--- config.mk ---
export PLATFORM = sky130hd
export DESIGN_NAME = irap_top
export DESIGN_NICKNAME = d
export VERILOG_FILES = /design/src/verilog/irap_pkg.sv /design/src/verilog/irap_top.sv
export SDC_FILE = /design/constraint.sdc
export NUM_CORES = 1
export LEC_CHECK = 0
export BUFFER_PORTS_ARGS = -buffer_cell sky130_fd_sc_hd__buf_4
export CAP_MARGIN = 20
export CORE_MARGIN = 3
export CORE_UTILIZATION = 53
export DETAILED_ROUTE_END_ITERATION = 12
export PLACE_DENSITY = 0.79
export SLEW_MARGIN = 20
export SYNTH_ARGS = -nofsm -noshare
export SYNTH_HDL_FRONTEND = slang
export SYNTH_SLANG_ARGS = --single-unit
--- constraint.sdc ---
create_clock -name aclk -period 2.6 [get_ports aclk]
set_input_delay 0.26 -clock aclk [delete_from_list [all_inputs] [get_ports aclk]]
set_output_delay 0.26 -clock aclk [all_outputs]
set_load 0.02 [all_outputs]
--- src/verilog/irap_pkg.sv ---
// Constants for the indirect RAM access port: register map, fields, resets.
// Assumes a 32-bit AXI4-Lite register bus and one device clock.
`default_nettype none
package irap_pkg;
  // ==========================================================
  // Register byte offsets
  localparam logic [7:0] IRAP_OFF_TARGET = 8'h24;
  localparam logic [7:0] IRAP_OFF_CMD = 8'h28;
  localparam logic [7:0] IRAP_OFF_ADDR = 8'h2c;
  localparam logic [7:0] IRAP_OFF_DATA = 8'h30;
  // ==========================================================
  // Field layout
  localparam int IRAP_READY_BIT = 31;
  localparam int IRAP_TARGET_W = 4;
  localparam int IRAP_WADDR_W = 14;
  localparam int IRAP_CMD_BIT = 0;
  // ==========================================================
  // Reset values
  localparam logic [3:0] IRAP_TARGET_RST = 4'h0;
  localparam logic [13:0] IRAP_WADDR_RST = 14'h0000;
  localparam logic [31:0] IRAP_DATA_RST = 32'h0000_0000;
  localparam logic IRAP_CMD_RST = 1'b0;
  localparam logic IRAP_READY_RST = 1'b1;
  // ==========================================================
  // Target codes
  localparam logic [3:0] IRAP_TGT_RX_BUF = 4'h0;
  localparam logic [3:0] IRAP_TGT_VLAN_HASH = 4'h1;
  localparam logic [3:0] IRAP_TGT_SEG_HDR = 4'h2;
  localparam logic [3:0] IRAP_TGT_FIFO_RX = 4'h3;
  localparam logic [3:0] IRAP_TGT_FIFO_TX = 4'h4;
  localparam logic [3:0] IRAP_TGT_DESC = 4'h5;
  localparam logic [3:0] IRAP_TGT_TX_BUF = 4'h7;
  localparam logic [3:0] IRAP_TGT_RSVD = 4'h6;
  localparam int IRAP_NUM_RAMS = 8;
  // ==========================================================
  // AXI responses and sequencer states
  localparam logic [1:0] IRAP_RESP_OKAY = 2'b00;
  localparam logic [1:0] IRAP_RESP_SLVERR = 2'b10;
  typedef enum logic [1:0] {
    IRAP_IDLE = 2'b00,
    IRAP_REQ = 2'b01,
    IRAP_WAIT = 2'b10
  } irap_state_t;
endpackage
`default_nettype wire

--- src/verilog/irap_top.sv ---
// Indirect RAM access port: four AXI4-Lite registers drive one access to a
// selected internal RAM over a req/ack handshake.
// Assumes each RAM answers ram_ack (one-cycle) for the selected target, same clock.
// Contract
// - Ready flag in bit 31 of the selector reads low while an access runs, high after; resets to one.
// - On a read of a non-reserved target the ready flag returns high only once the fetched word sits in the data register.
// - Each access goes to the RAM named by the 4-bit target field in bits 3:0, reset zero.
// - A write to bit 0 of the command register while idle starts an access, one writes and zero reads.
// - The RAM word address comes from the 14-bit field in bits 13:0 of the address register.
// - The data register supplies write data and receives read data; resets to zero.
`default_nettype none
module irap_top
  import irap_pkg::*;
#(
  parameter int ADDR_W = 8
) (
  input wire logic aclk,
  input wire logic aresetn,
  input wire logic clk_en,
  input wire logic [ADDR_W-1:0] s_axi_awaddr,
  input wire logic [2:0] s_axi_awprot,
  input wire logic s_axi_awvalid,
  output logic s_axi_awready,
  input wire logic [31:0] s_axi_wdata,
  input wire logic [3:0] s_axi_wstrb,
  input wire logic s_axi_wvalid,
  output logic s_axi_wready,
  output logic [1:0] s_axi_bresp,
  output logic s_axi_bvalid,
  input wire logic s_axi_bready,
  input wire logic [ADDR_W-1:0] s_axi_araddr,
  input wire logic [2:0] s_axi_arprot,
  input wire logic s_axi_arvalid,
  output logic s_axi_arready,
  output logic [31:0] s_axi_rdata,
  output logic [1:0] s_axi_rresp,
  output logic s_axi_rvalid,
  input wire logic s_axi_rready,
  output logic [irap_pkg::IRAP_NUM_RAMS-1:0] ram_req,
  output logic ram_we,
  output logic [irap_pkg::IRAP_WADDR_W-1:0] ram_addr,
  output logic [31:0] ram_wdata,
  input wire logic [irap_pkg::IRAP_NUM_RAMS-1:0] ram_ack,
  input wire logic [31:0] ram_rdata
);
  import irap_pkg::*;

  // ==========================================================
  // Register state
  logic [IRAP_TARGET_W-1:0] target_reg;
  logic cmd_reg;
  logic [IRAP_WADDR_W-1:0] waddr_reg;
  logic [31:0] data_reg;
  logic port_ready_flag_reg;
  irap_state_t state_reg;

  // ==========================================================
  // AXI write channel: address and data latched independently
  logic aw_held_reg;
  logic w_held_reg;
  logic [ADDR_W-1:0] aw_addr_reg;
  logic [31:0] w_data_reg;
  logic [3:0] w_strb_reg;
  logic wr_fire;
  logic [7:0] wr_off;
  logic [31:0] wmask;
  logic wr_hit;

  assign wr_fire = aw_held_reg && w_held_reg && !s_axi_bvalid;
  assign wr_off = 8'(aw_addr_reg);
  assign wmask = {{8{w_strb_reg[3]}}, {8{w_strb_reg[2]}}, {8{w_strb_reg[1]}},
                  {8{w_strb_reg[0]}}};
  assign wr_hit = (wr_off == IRAP_OFF_TARGET) || (wr_off == IRAP_OFF_CMD) ||
                  (wr_off == IRAP_OFF_ADDR) || (wr_off == IRAP_OFF_DATA);

  always_ff @(posedge aclk) begin
    if (!aresetn) begin
      aw_held_reg <= 1'b0;
      aw_addr_reg <= '0;
      s_axi_awready <= 1'b0;
    end else if (clk_en) begin
      s_axi_awready <= 1'b0;
      if (wr_fire) begin
        aw_held_reg <= 1'b0;
      end else if (s_axi_awvalid && !aw_held_reg && !s_axi_awready) begin
        s_axi_awready <= 1'b1;
        aw_held_reg <= 1'b1;
        aw_addr_reg <= s_axi_awaddr;
      end
    end
  end

  always_ff @(posedge aclk) begin
    if (!aresetn) begin
      w_held_reg <= 1'b0;
      w_data_reg <= '0;
      w_strb_reg <= '0;
      s_axi_wready <= 1'b0;
    end else if (clk_en) begin
      s_axi_wready <= 1'b0;
      if (wr_fire) begin
        w_held_reg <= 1'b0;
      end else if (s_axi_wvalid && !w_held_reg && !s_axi_wready) begin
        s_axi_wready <= 1'b1;
        w_held_reg <= 1'b1;
        w_data_reg <= s_axi_wdata;
        w_strb_reg <= s_axi_wstrb;
      end
    end
  end

  always_ff @(posedge aclk) begin
    if (!aresetn) begin
      s_axi_bvalid <= 1'b0;
      s_axi_bresp <= IRAP_RESP_OKAY;
    end else if (clk_en) begin
      if (wr_fire) begin
        s_axi_bvalid <= 1'b1;
        s_axi_bresp <= wr_hit ? IRAP_RESP_OKAY : IRAP_RESP_SLVERR;
      end else if (s_axi_bready) begin
        s_axi_bvalid <= 1'b0;
      end
    end
  end

  // ==========================================================
  // Software registers
  logic launch;
  assign launch = wr_fire && (wr_off == IRAP_OFF_CMD) && w_strb_reg[0];

  // Selector target field
  always_ff @(posedge aclk) begin
    if (!aresetn) begin
      target_reg <= IRAP_TARGET_RST;
    end else if (clk_en && wr_fire && wr_off == IRAP_OFF_TARGET) begin
      // Reserved bits are simply not stored, so they read zero
      target_reg <= (target_reg & ~wmask[IRAP_TARGET_W-1:0]) |
                    (w_data_reg[IRAP_TARGET_W-1:0] & wmask[IRAP_TARGET_W-1:0]);
    end
  end

  // Command bit: kept for readback; a write while busy is stored but starts nothing
  always_ff @(posedge aclk) begin
    if (!aresetn) begin
      cmd_reg <= IRAP_CMD_RST;
    end else if (clk_en && launch) begin
      cmd_reg <= w_data_reg[IRAP_CMD_BIT];
    end
  end

  // RAM word address
  always_ff @(posedge aclk) begin
    if (!aresetn) begin
      waddr_reg <= IRAP_WADDR_RST;
    end else if (clk_en && wr_fire && wr_off == IRAP_OFF_ADDR) begin
      waddr_reg <= (waddr_reg & ~wmask[IRAP_WADDR_W-1:0]) |
                   (w_data_reg[IRAP_WADDR_W-1:0] & wmask[IRAP_WADDR_W-1:0]);
    end
  end

  // Data register: software writes, and read results land here
  always_ff @(posedge aclk) begin
    if (!aresetn) begin
      data_reg <= IRAP_DATA_RST;
    end else if (clk_en) begin
      if (state_reg == IRAP_WAIT && !ram_we && ram_ack[target_reg[2:0]]) begin
        data_reg <= ram_rdata;
      end else if (wr_fire && wr_off == IRAP_OFF_DATA) begin
        data_reg <= (data_reg & ~wmask) | (w_data_reg & wmask);
      end
    end
  end

  // ==========================================================
  // Access sequencer
  // Reserved targets would hang forever, so they complete at once with no RAM touched
  logic tgt_valid;
  logic [2:0] tgt_idx;
  assign tgt_valid = !target_reg[3] && (target_reg != IRAP_TGT_RSVD);
  assign tgt_idx = target_reg[2:0];

  // Sequencer state
  always_ff @(posedge aclk) begin
    if (!aresetn) begin
      state_reg <= IRAP_IDLE;
    end else if (clk_en) begin
      case (state_reg)
        IRAP_IDLE: begin
          if (launch) begin
            state_reg <= IRAP_REQ;
          end
        end
        IRAP_REQ: begin
          state_reg <= tgt_valid ? IRAP_WAIT : IRAP_IDLE;
        end
        IRAP_WAIT: begin
          if (ram_ack[tgt_idx]) begin
            state_reg <= IRAP_IDLE;
          end
        end
        default: begin
          state_reg <= IRAP_IDLE;
        end
      endcase
    end
  end

  // Ready flag falls at launch and rises at the ack edge, the same edge on which
  // a read word lands in the data register
  always_ff @(posedge aclk) begin
    if (!aresetn) begin
      port_ready_flag_reg <= IRAP_READY_RST;
    end else if (clk_en) begin
      case (state_reg)
        IRAP_IDLE: begin
          if (launch) begin
            port_ready_flag_reg <= 1'b0;
          end
        end
        IRAP_REQ: begin
          if (!tgt_valid) begin
            port_ready_flag_reg <= 1'b1;
          end
        end
        IRAP_WAIT: begin
          if (ram_ack[tgt_idx]) begin
            port_ready_flag_reg <= 1'b1;
          end
        end
        default: begin
          port_ready_flag_reg <= 1'b1;
        end
      endcase
    end
  end

  // Payload is captured once at launch and held until the ack, so a late address,
  // data or command write cannot tear an access in flight; the target field is not captured
  always_ff @(posedge aclk) begin
    if (!aresetn) begin
      ram_we <= 1'b0;
      ram_addr <= '0;
      ram_wdata <= '0;
    end else if (clk_en && state_reg == IRAP_IDLE && launch) begin
      ram_we <= w_data_reg[IRAP_CMD_BIT];
      ram_addr <= waddr_reg;
      ram_wdata <= data_reg;
    end
  end

  // One-hot request, raised one cycle after launch and dropped on the ack
  always_ff @(posedge aclk) begin
    if (!aresetn) begin
      ram_req <= '0;
    end else if (clk_en) begin
      case (state_reg)
        IRAP_REQ: begin
          if (tgt_valid) begin
            ram_req <= IRAP_NUM_RAMS'(1) << tgt_idx;
          end
        end
        IRAP_WAIT: begin
          if (ram_ack[tgt_idx]) begin
            ram_req <= '0;
          end
        end
        default: begin
          ram_req <= '0;
        end
      endcase
    end
  end

  // ==========================================================
  // AXI read channel
  logic [7:0] rd_off;
  assign rd_off = 8'(s_axi_araddr);

  always_ff @(posedge aclk) begin
    if (!aresetn) begin
      s_axi_arready <= 1'b0;
      s_axi_rvalid <= 1'b0;
      s_axi_rdata <= '0;
      s_axi_rresp <= IRAP_RESP_OKAY;
    end else if (clk_en) begin
      s_axi_arready <= 1'b0;
      if (s_axi_rvalid) begin
        if (s_axi_rready) begin
          s_axi_rvalid <= 1'b0;
        end
      end else if (s_axi_arvalid && !s_axi_arready) begin
        s_axi_arready <= 1'b1;
        s_axi_rvalid <= 1'b1;
        s_axi_rresp <= IRAP_RESP_OKAY;
        s_axi_rdata <= '0;
        case (rd_off)
          IRAP_OFF_TARGET: begin
            s_axi_rdata[IRAP_READY_BIT] <= port_ready_flag_reg;
            s_axi_rdata[IRAP_TARGET_W-1:0] <= target_reg;
          end
          IRAP_OFF_CMD: s_axi_rdata[IRAP_CMD_BIT] <= cmd_reg;
          IRAP_OFF_ADDR: s_axi_rdata[IRAP_WADDR_W-1:0] <= waddr_reg;
          IRAP_OFF_DATA: s_axi_rdata <= data_reg;
          default: s_axi_rresp <= IRAP_RESP_SLVERR;
        endcase
      end
    end
  end

endmodule
`default_nettype wire

==> summary.txt, run 1 <==
Routing
  • Starting DRT DRC Count: 612
  • Via density: 5.71
  • Drc violations: 0
  • Pre-antenna DRT Iters: 5
  • Via count: 7143
  • Post-Route WL: 22100 um
  • Wire per inst: between 15 and 20 um
  • Antenna-violating nets left: 0

Placement
  • Routability cong.: 0.819
  • Port buffer count: 193
  • Hpwl dp: 14400 um
  • Dpl ws: ~0.11 ns

Hold path
  • Hold path start: s_axi_wdata[1]
  • Hold WC Path Type: in2reg
  • Hold depth: 3
  • Hold EP: w_data_reg[1]

STA
  • Final WS setup: 0.149 ns
  • Fmax: 0.408 GHz
  • Final worst-path cycle share: between 90% and 100%
  • Final min period: 2.45 ns
  • Max-slew headroom: 55.9%
  • Fin Setup TNS: 0 ns
  • Final Hold Vio Count: 0
  • Slew Viols, Final: 0
  • Worst Skew: 0.00865 ns
  • RSZ-0062 raised after global routing: no
  • Worst Max-Slew Pin Slew: 0.661 ns
  • Setup Viol. Count Final: 0

CTS
  • Clock Tree Buf Depth: 2
  • Root buf cell: clkbuf_16
  • CTS Buf Count: 17
  • Setup Fix Bufs, Post-CTS: 0
  • CTS Sinks: a little under 200
  • Clock transition at the registers of the reported paths: roughly 0.070 ns
  • Max H-tree Level: 4
  • Worst-Skew Late Latency: between 0.4 and 0.5 ns
  • CTS tree: yes

Synth
  • Largest area contributor in the netlist: dfxtp_1
  • Mean post-synth cell area: 9.04 sq um
  • Area contributors post-synth: dfxtp_1 48%, nand2_1 10%, a21boi_0 7.6%, o2111a_1 4.5%, mux2i_1 3.9%
  • Post-synth EDFFs: 0
  • Cell area after synthesis: 0.00805 sq mm
  • Post-synth top flop: dfxtp_1
  • Seq cells post-synth: 194
  • Syn Inst Count: 891
  • Top cell type's share of synthesized area: 48.2%
  • Ys async rst share: 0%
  • Yosys warns: 0
  • Yosys cell types: 48
  • Post-synthesis sequential area ratio: between 40% and 50%

Critical path
  • Buf/Inv on CP: 0
  • CP Cell Sequence: or4b_4 -> or4_4 -> or3_4 -> nand2_1 -> a21boi_0
  • Worst r2r path cells: 5
  • Critical Path RT: 2.92 ns
  • CP Class: reg2reg
  • Crit end category: register
  • Crit-path max FO: 48
  • Arrival @ worst endpoint: 2.77 ns
  • R2r startpoint: aw_addr_reg[0]
  • FF-to-FF End: ram_addr[12]
  • Slowest stage delay, CP: 0.62 ns
  • FF-to-FF setup slack: 0.15 ns
  • CP Launch Type: register
  • Worst Setup SP: aw_addr_reg[0]
  • Largest delay share family, worst path: simple AND/OR/NAND/NOR gates
  • Slowest cell on crit path: or3_4

Pwr
  • Switching share of total power: 21.4%
  • Flop pwr share: 49.4%
  • Pwr dens: 600 mW/mm^2
  • Logic pwr share: roughly 7.3%
  • Max rail drop VDD: 429 uV
  • Clock share of power: 43.3%
  • Internal Power: about 4.9 mW
  • Leak Pwr: 3.97 nW
  • Switching power: between 1 and 1.5 mW

Global routing
  • Antenna violations before repair: 0
  • Pin count of the biggest net entering global routing: 69
  • Vias in the first global route: 6704
  • Total GRT Usage: between 20% and 30%
  • Total grt overflow: 0
  • Global-route wire length before repair: 34600 um

Floorplan
  • Starting Density: 54.8%
  • I/O Pins: just over 200
  • Die area: 0.0167 sq mm
  • Chip Height: about 130 um
  • Row count: 44
  • CORE AREA: 0.0147 sq mm
  • Chip Width: 129 um

Layout
  • Layout Area Growth over Synthesis: 28.4%
  • Multi-input gate area: 0.00393 sq mm
  • Antenna diodes: 0
  • Commonest non-fill, non-tap cell in the layout: nand2_1
  • Register area: slightly below 0.004 sq mm
  • Layout cell share with drive strength beyond 1: 24.2%
  • Nets: 1162
  • Most frequent cells in the layout: 217 x nand2_1, 212 x buf_4, 194 x dfxtp_1
  • Fill count: 1214

Job
  • Max-cap violations: 0

Run status
  • Status: complete, no violations
[stage by stage]
| stage | utilization, % | cell area, sq um | power (mW) | instances | hold slack, ns |
|---|---|---|---|---|---|
| floorplan | - | 8060 | 3.34 | 892 | 0.405 |
| global placement | 66.2 | 9730 | 3.58 | 1221 | 0.423 |
| detailed placement | 66.2 | 9730 | 3.58 | 1221 | 0.432 |
| CTS | 70.3 | 10300 | 6.24 | 1250 | 0.0715 |
| global route | 70.3 | 10300 | 6.39 | 1250 | 0.0826 |
| finish | 70.3 | 10300 | 6.20 | 1250 | 0.0869 |
[layout make-up]
class	count	share of cell area (%)
clock buffers	24	4.85
clock inverters	5	0.968
inverters	1	0.0363
multi-input cells	625	38.0
flip-flops and latches	194	37.6
well taps	184	2.23
repair buffers	217	16.4
[what timing repair did]
action	in CTS	in global routing
endpoints found under the hold margin	0	0
gates resized for setup	0	1
setup endpoints to repair	0	2
hold buffers	0	0
[worst register-to-register path: stages, from the launching register on]
cell and delay [ns]:
dfxtp_1 0.31, or4b_4 0.56, or4_4 0.57, or3_4 0.62, nand2_1 0.19, a21boi_0 0.09
[how the worst max path moves through the flow]
stage / to / depth (start not counted)
4_1_cts: ram_addr[0] / 5
5_1_grt: ram_addr[0] / 5
3_3_place_gp: ram_addr[10] / 5
2_1_floorplan: ram_wdata[23] / 8
6_report: ram_addr[12] / 5
3_5_place_dp: ram_addr[6] / 5
[layer usage]
metal	vias to the layer above	wire (um)	track usage, %
met5	-	0	0
met4	0	394	9.14
met3	33	1350	4.70
met2	247	10400	41.8
met1	3416	10000	36.0
li1	3447	-	-
[power by group through the flow]
stage | Sequential (mW) | Clock (mW) | Combinational (mW)
after detailed placement | 3.13 | 0 | 0.447
after global placement | 3.13 | 0 | 0.445
after CTS | 3.06 | 2.73 | 0.449
after floorplan | 3.14 | 0 | 0.205
after global routing | 3.07 | 2.84 | 0.485
final | 3.07 | 2.69 | 0.451
[kinds of logic (layout without fill, tap and decap cells)]
group,after synthesis,count (layout),share of synthesized area [%]
AO/OA/AOI/OAI,194,194,19.3
XOR/XNOR,2,2,0.218
buffers and inverters,73,247,3.99
flip-flops,194,194,48.2
multiplexers,32,32,3.99
other,1,2,0.0466
AND/OR/NAND/NOR,395,395,24.2
[Yosys cell counts, drive strengths merged (3+ instances only)]
master and number:
a21boi 112, a21oi 7, a221oi 12, a222oi 3, a22o 5, buf 15, clkbuf 57, dfxtp 194
mux2i 31, nand2 217, nand2b 7, nand3 28, nand3b 35, nand4bb 3, nor2 21, nor2b 29
nor3 3, nor4 3, nor4bb 4, o2111a 32, o21ai 17, or3 33
(Power assumes the default switching activity.)
==> inputs of run 2 (changes only) <==
--- a/config.mk
+++ b/config.mk
@@ -8,9 +8,9 @@
 export BUFFER_PORTS_ARGS = -buffer_cell sky130_fd_sc_hd__buf_4
 export CAP_MARGIN = 20
 export CORE_MARGIN = 3
-export CORE_UTILIZATION = 53
+export CORE_UTILIZATION = 45
 export DETAILED_ROUTE_END_ITERATION = 12
-export PLACE_DENSITY = 0.79
+export PLACE_DENSITY = 0.68
 export SLEW_MARGIN = 20
 export SYNTH_ARGS = -nofsm -noshare
 export SYNTH_HDL_FRONTEND = slang
==> run 2 against run 1 <==
Compared with the run above: maximum frequency shrank 1.3%; clock-buffer cell count decreased by 1; final area decreased by 0.34%.
==> summary.txt, run 2 (synthesis gave the netlist of run 1 again) <==
Critical path
  • FF-to-FF End: ram_addr[10] (was ram_addr[12])
  • CP Launch Type: register (unchanged)
  • CP Class: reg2reg (unchanged)
  • FF-to-FF setup slack: 0.12 ns (was 0.15 ns)
  • Critical Path RT: 2.91 ns (was 2.92 ns)
  • R2r startpoint: aw_addr_reg[0] (unchanged)
  • Arrival @ worst endpoint: 2.80 ns (was 2.77 ns)
  • Worst r2r path cells: 5 (unchanged)
  • Crit-path max FO: 48 (unchanged)
  • Crit end category: register (unchanged)

CTS
  • Cts hold-fix bufs: 0 (unchanged)
  • Root buf cell: clkbuf_16 (unchanged)
  • Max H-tree Level: 4 (unchanged)
  • CTS Buf Count: 17 (unchanged)
  • PostCTS Resize Cnt: 0 (unchanged)
  • CTS tree: yes (unchanged)
  • Clock transition at the registers of the reported paths: 0.07 ns (about the same)
  • Clock Tree Buf Depth: 2 (unchanged)
  • Setup Fix Bufs, Post-CTS: 0 (unchanged)
  • CTS Sinks: 194 (unchanged)
  • Worst-Skew Late Latency: 0.43 ns (about the same)

Placement
  • Cells after DPL: 1260 (was 1221)
  • Routability cong.: 0.746 (was 0.819)
  • Port buffer count: 193 (unchanged)
  • Hpwl dp: 14900 um (was 14400 um)

Floorplan
  • I/O Pins: 202 (unchanged)
  • Starting Density: 46.2% (was 54.8%)
  • Chip Height: 140 um (was 129 um)
  • Chip Width: 140 um (was 129 um)
  • Die area: 0.0195 sq mm (was 0.0167 sq mm)
  • CORE AREA: 0.0174 sq mm (was 0.0147 sq mm)
  • Row count: 48 (was 44)

Layout
  • Fill count: 1593 (was 1214)
  • Nets: 1160 (was 1162)
  • Layout cell share with drive strength beyond 1: 24.0% (was 24.2%)
  • Commonest non-fill, non-tap cell in the layout: nand2_1 (unchanged)
  • Antenna diodes: 0 (unchanged)
  • Most frequent cells in the layout: 217 x nand2_1, 210 x buf_4, 194 x dfxtp_1 (was 217 x nand2_1, 212 x buf_4, 194 x dfxtp_1)
  • Non-filler cells, final: 1291 (was 1250)
  • Layout Area Growth over Synthesis: 28.0% (was 28.4%)
  • Multi-input gate area: 0.00392 sq mm (was 0.00393 sq mm)
  • Register area: 0.00388 sq mm (unchanged)

Job
  • Max-cap violations: 0 (unchanged)

Routing
  • Drc violations: 0 (unchanged)
  • Wire per inst: 17.6 um (was 17.7 um)
  • Antenna-violating nets left: 0 (unchanged)
  • Via count: 7145 (was 7143)
  • Post-Route WL: 22700 um (was 22100 um)
  • Via density: 5.53 (was 5.71)
  • Pre-antenna DRT Iters: 5 (unchanged)
  • Starting DRT DRC Count: 467 (was 612)

Pwr
  • Logic pwr share: 7.5% (was 7.3%)
  • Internal Power: 4.54 mW (was 4.88 mW)
  • Switching power: 1.39 mW (was 1.33 mW)
  • Switching share of total power: 23.4% (was 21.4%)
  • Clock share of power: 40.8% (was 43.3%)
  • Max rail drop VDD: 486 uV (was 429 uV)
  • Pwr dens: 575 mW/mm^2 (was 600 mW/mm^2)
  • Leak Pwr: 3.92 nW (was 3.97 nW)
  • Flop pwr share: 51.7% (was 49.4%)

Global routing
  • Vias in the first global route: 6787 (was 6704)
  • Total grt overflow: 0 (unchanged)
  • Antenna violations before repair: 0 (unchanged)
  • Global-route wire length before repair: 36400 um (was 34600 um)
  • Total GRT Usage: 22.9% (was 26.2%)
  • Pin count of the biggest net entering global routing: 92 (was 69)

Hold path
  • Hold WC Path Type: in2reg (unchanged)
  • Hold EP: w_data_reg[25] (was w_data_reg[1])
  • Hold depth: 3 (unchanged)
  • Hold path start: s_axi_wdata[25] (was s_axi_wdata[1])

Run status
  • Status: complete, no violations (unchanged)

STA
  • Final worst-path cycle share: 95.5% (was 94.3%)
  • Max-slew headroom: 56.6% (was 55.9%)
  • Fin Setup TNS: 0 ns (unchanged)
  • Slew Viols, Final: 0 (unchanged)
  • RSZ-0062 raised after global routing: no (unchanged)
  • Min Hold Slack: 0.0892 ns (was 0.0869 ns)
  • Final min period: 2.48 ns (was 2.45 ns)
  • Worst Max-Slew Pin Slew: 0.651 ns (was 0.661 ns)
  • Final Hold Vio Count: 0 (unchanged)
  • Fmax: 0.403 GHz (was 0.408 GHz)
  • Setup Viol. Count Final: 0 (unchanged)
  • Worst Skew: 0.00887 ns (was 0.00865 ns)
run 2: cell count changes in the layout (fill, tap and decap cells not counted), sizes merged:
cell / before / now
clkinv: 2 / 6
buf: 217 / 215
clkinvlp: 0 / 2
bufinv: 3 / 0
clkbuf: 24 / 23
run 2: layout make-up:
cell class,count,share of cell area (%)
sequential,194,37.7
timing repair buffer,215,16.3
clock inverter,8,0.546
multi-input combinational,625,38.1
inverter,1,0.0364
clock buffer,23,4.64
tap,225,2.73
run 2: power by group through the flow:
stage	Combinational [mW]	Clock, mW	Sequential (mW)
floorplan	0.205	0	3.14
global placement	0.446	0	3.13
detailed placement	0.446	0	3.13
CTS	0.447	2.46	3.06
global route	0.480	2.58	3.07
finish	0.447	2.42	3.06
run 2: worst max path at each step:
stage	slack (ns)	depth (start not counted)	endpoint	startpoint
floorplan	0.30	8	ram_wdata[23]	aw_addr_reg[0]
global placement	0.15	5	ram_addr[10]	aw_addr_reg[0]
detailed placement	0.12	5	ram_addr[6]	aw_addr_reg[0]
CTS	0.11	5	ram_wdata[26]	aw_addr_reg[0]
global route	0.001	5	ram_addr[1]	aw_addr_reg[0]
finish	0.12	5	ram_addr[10]	aw_addr_reg[0]
run 2: per-layer routing:
metal	part of all wire [%]	track usage (%)	vias up
li1	-	-	3437
met1	46	33.0	3470
met2	46	35.9	220
met3	6.6	4.36	18
met4	1.0	5.30	0
met5	0	0	-
run 2: critical path, stage by stage, from the launching register on:
cell      delay [ns]
dfxtp_1         0.31
or4b_4          0.57
or4_1           0.61
or3_4           0.64
nand2_1         0.15
a21boi_0        0.08
run 2: per-stage QoR:
| step | total power, mW | cell area [sq um] | setup slack, ns | util [%] |
|---|---|---|---|---|
| after floorplan | 3.34 | 8060 | 0.296 | - |
| after global placement | 3.58 | 9770 | 0.152 | 56.1 |
| after detailed placement | 3.58 | 9770 | 0.117 | 56.1 |
| after CTS | 5.97 | 10300 | 0.115 | 59.2 |
| after global routing | 6.13 | 10300 | 0.00140 | 59.2 |
| final | 5.93 | 10300 | 0.117 | 59.2 |
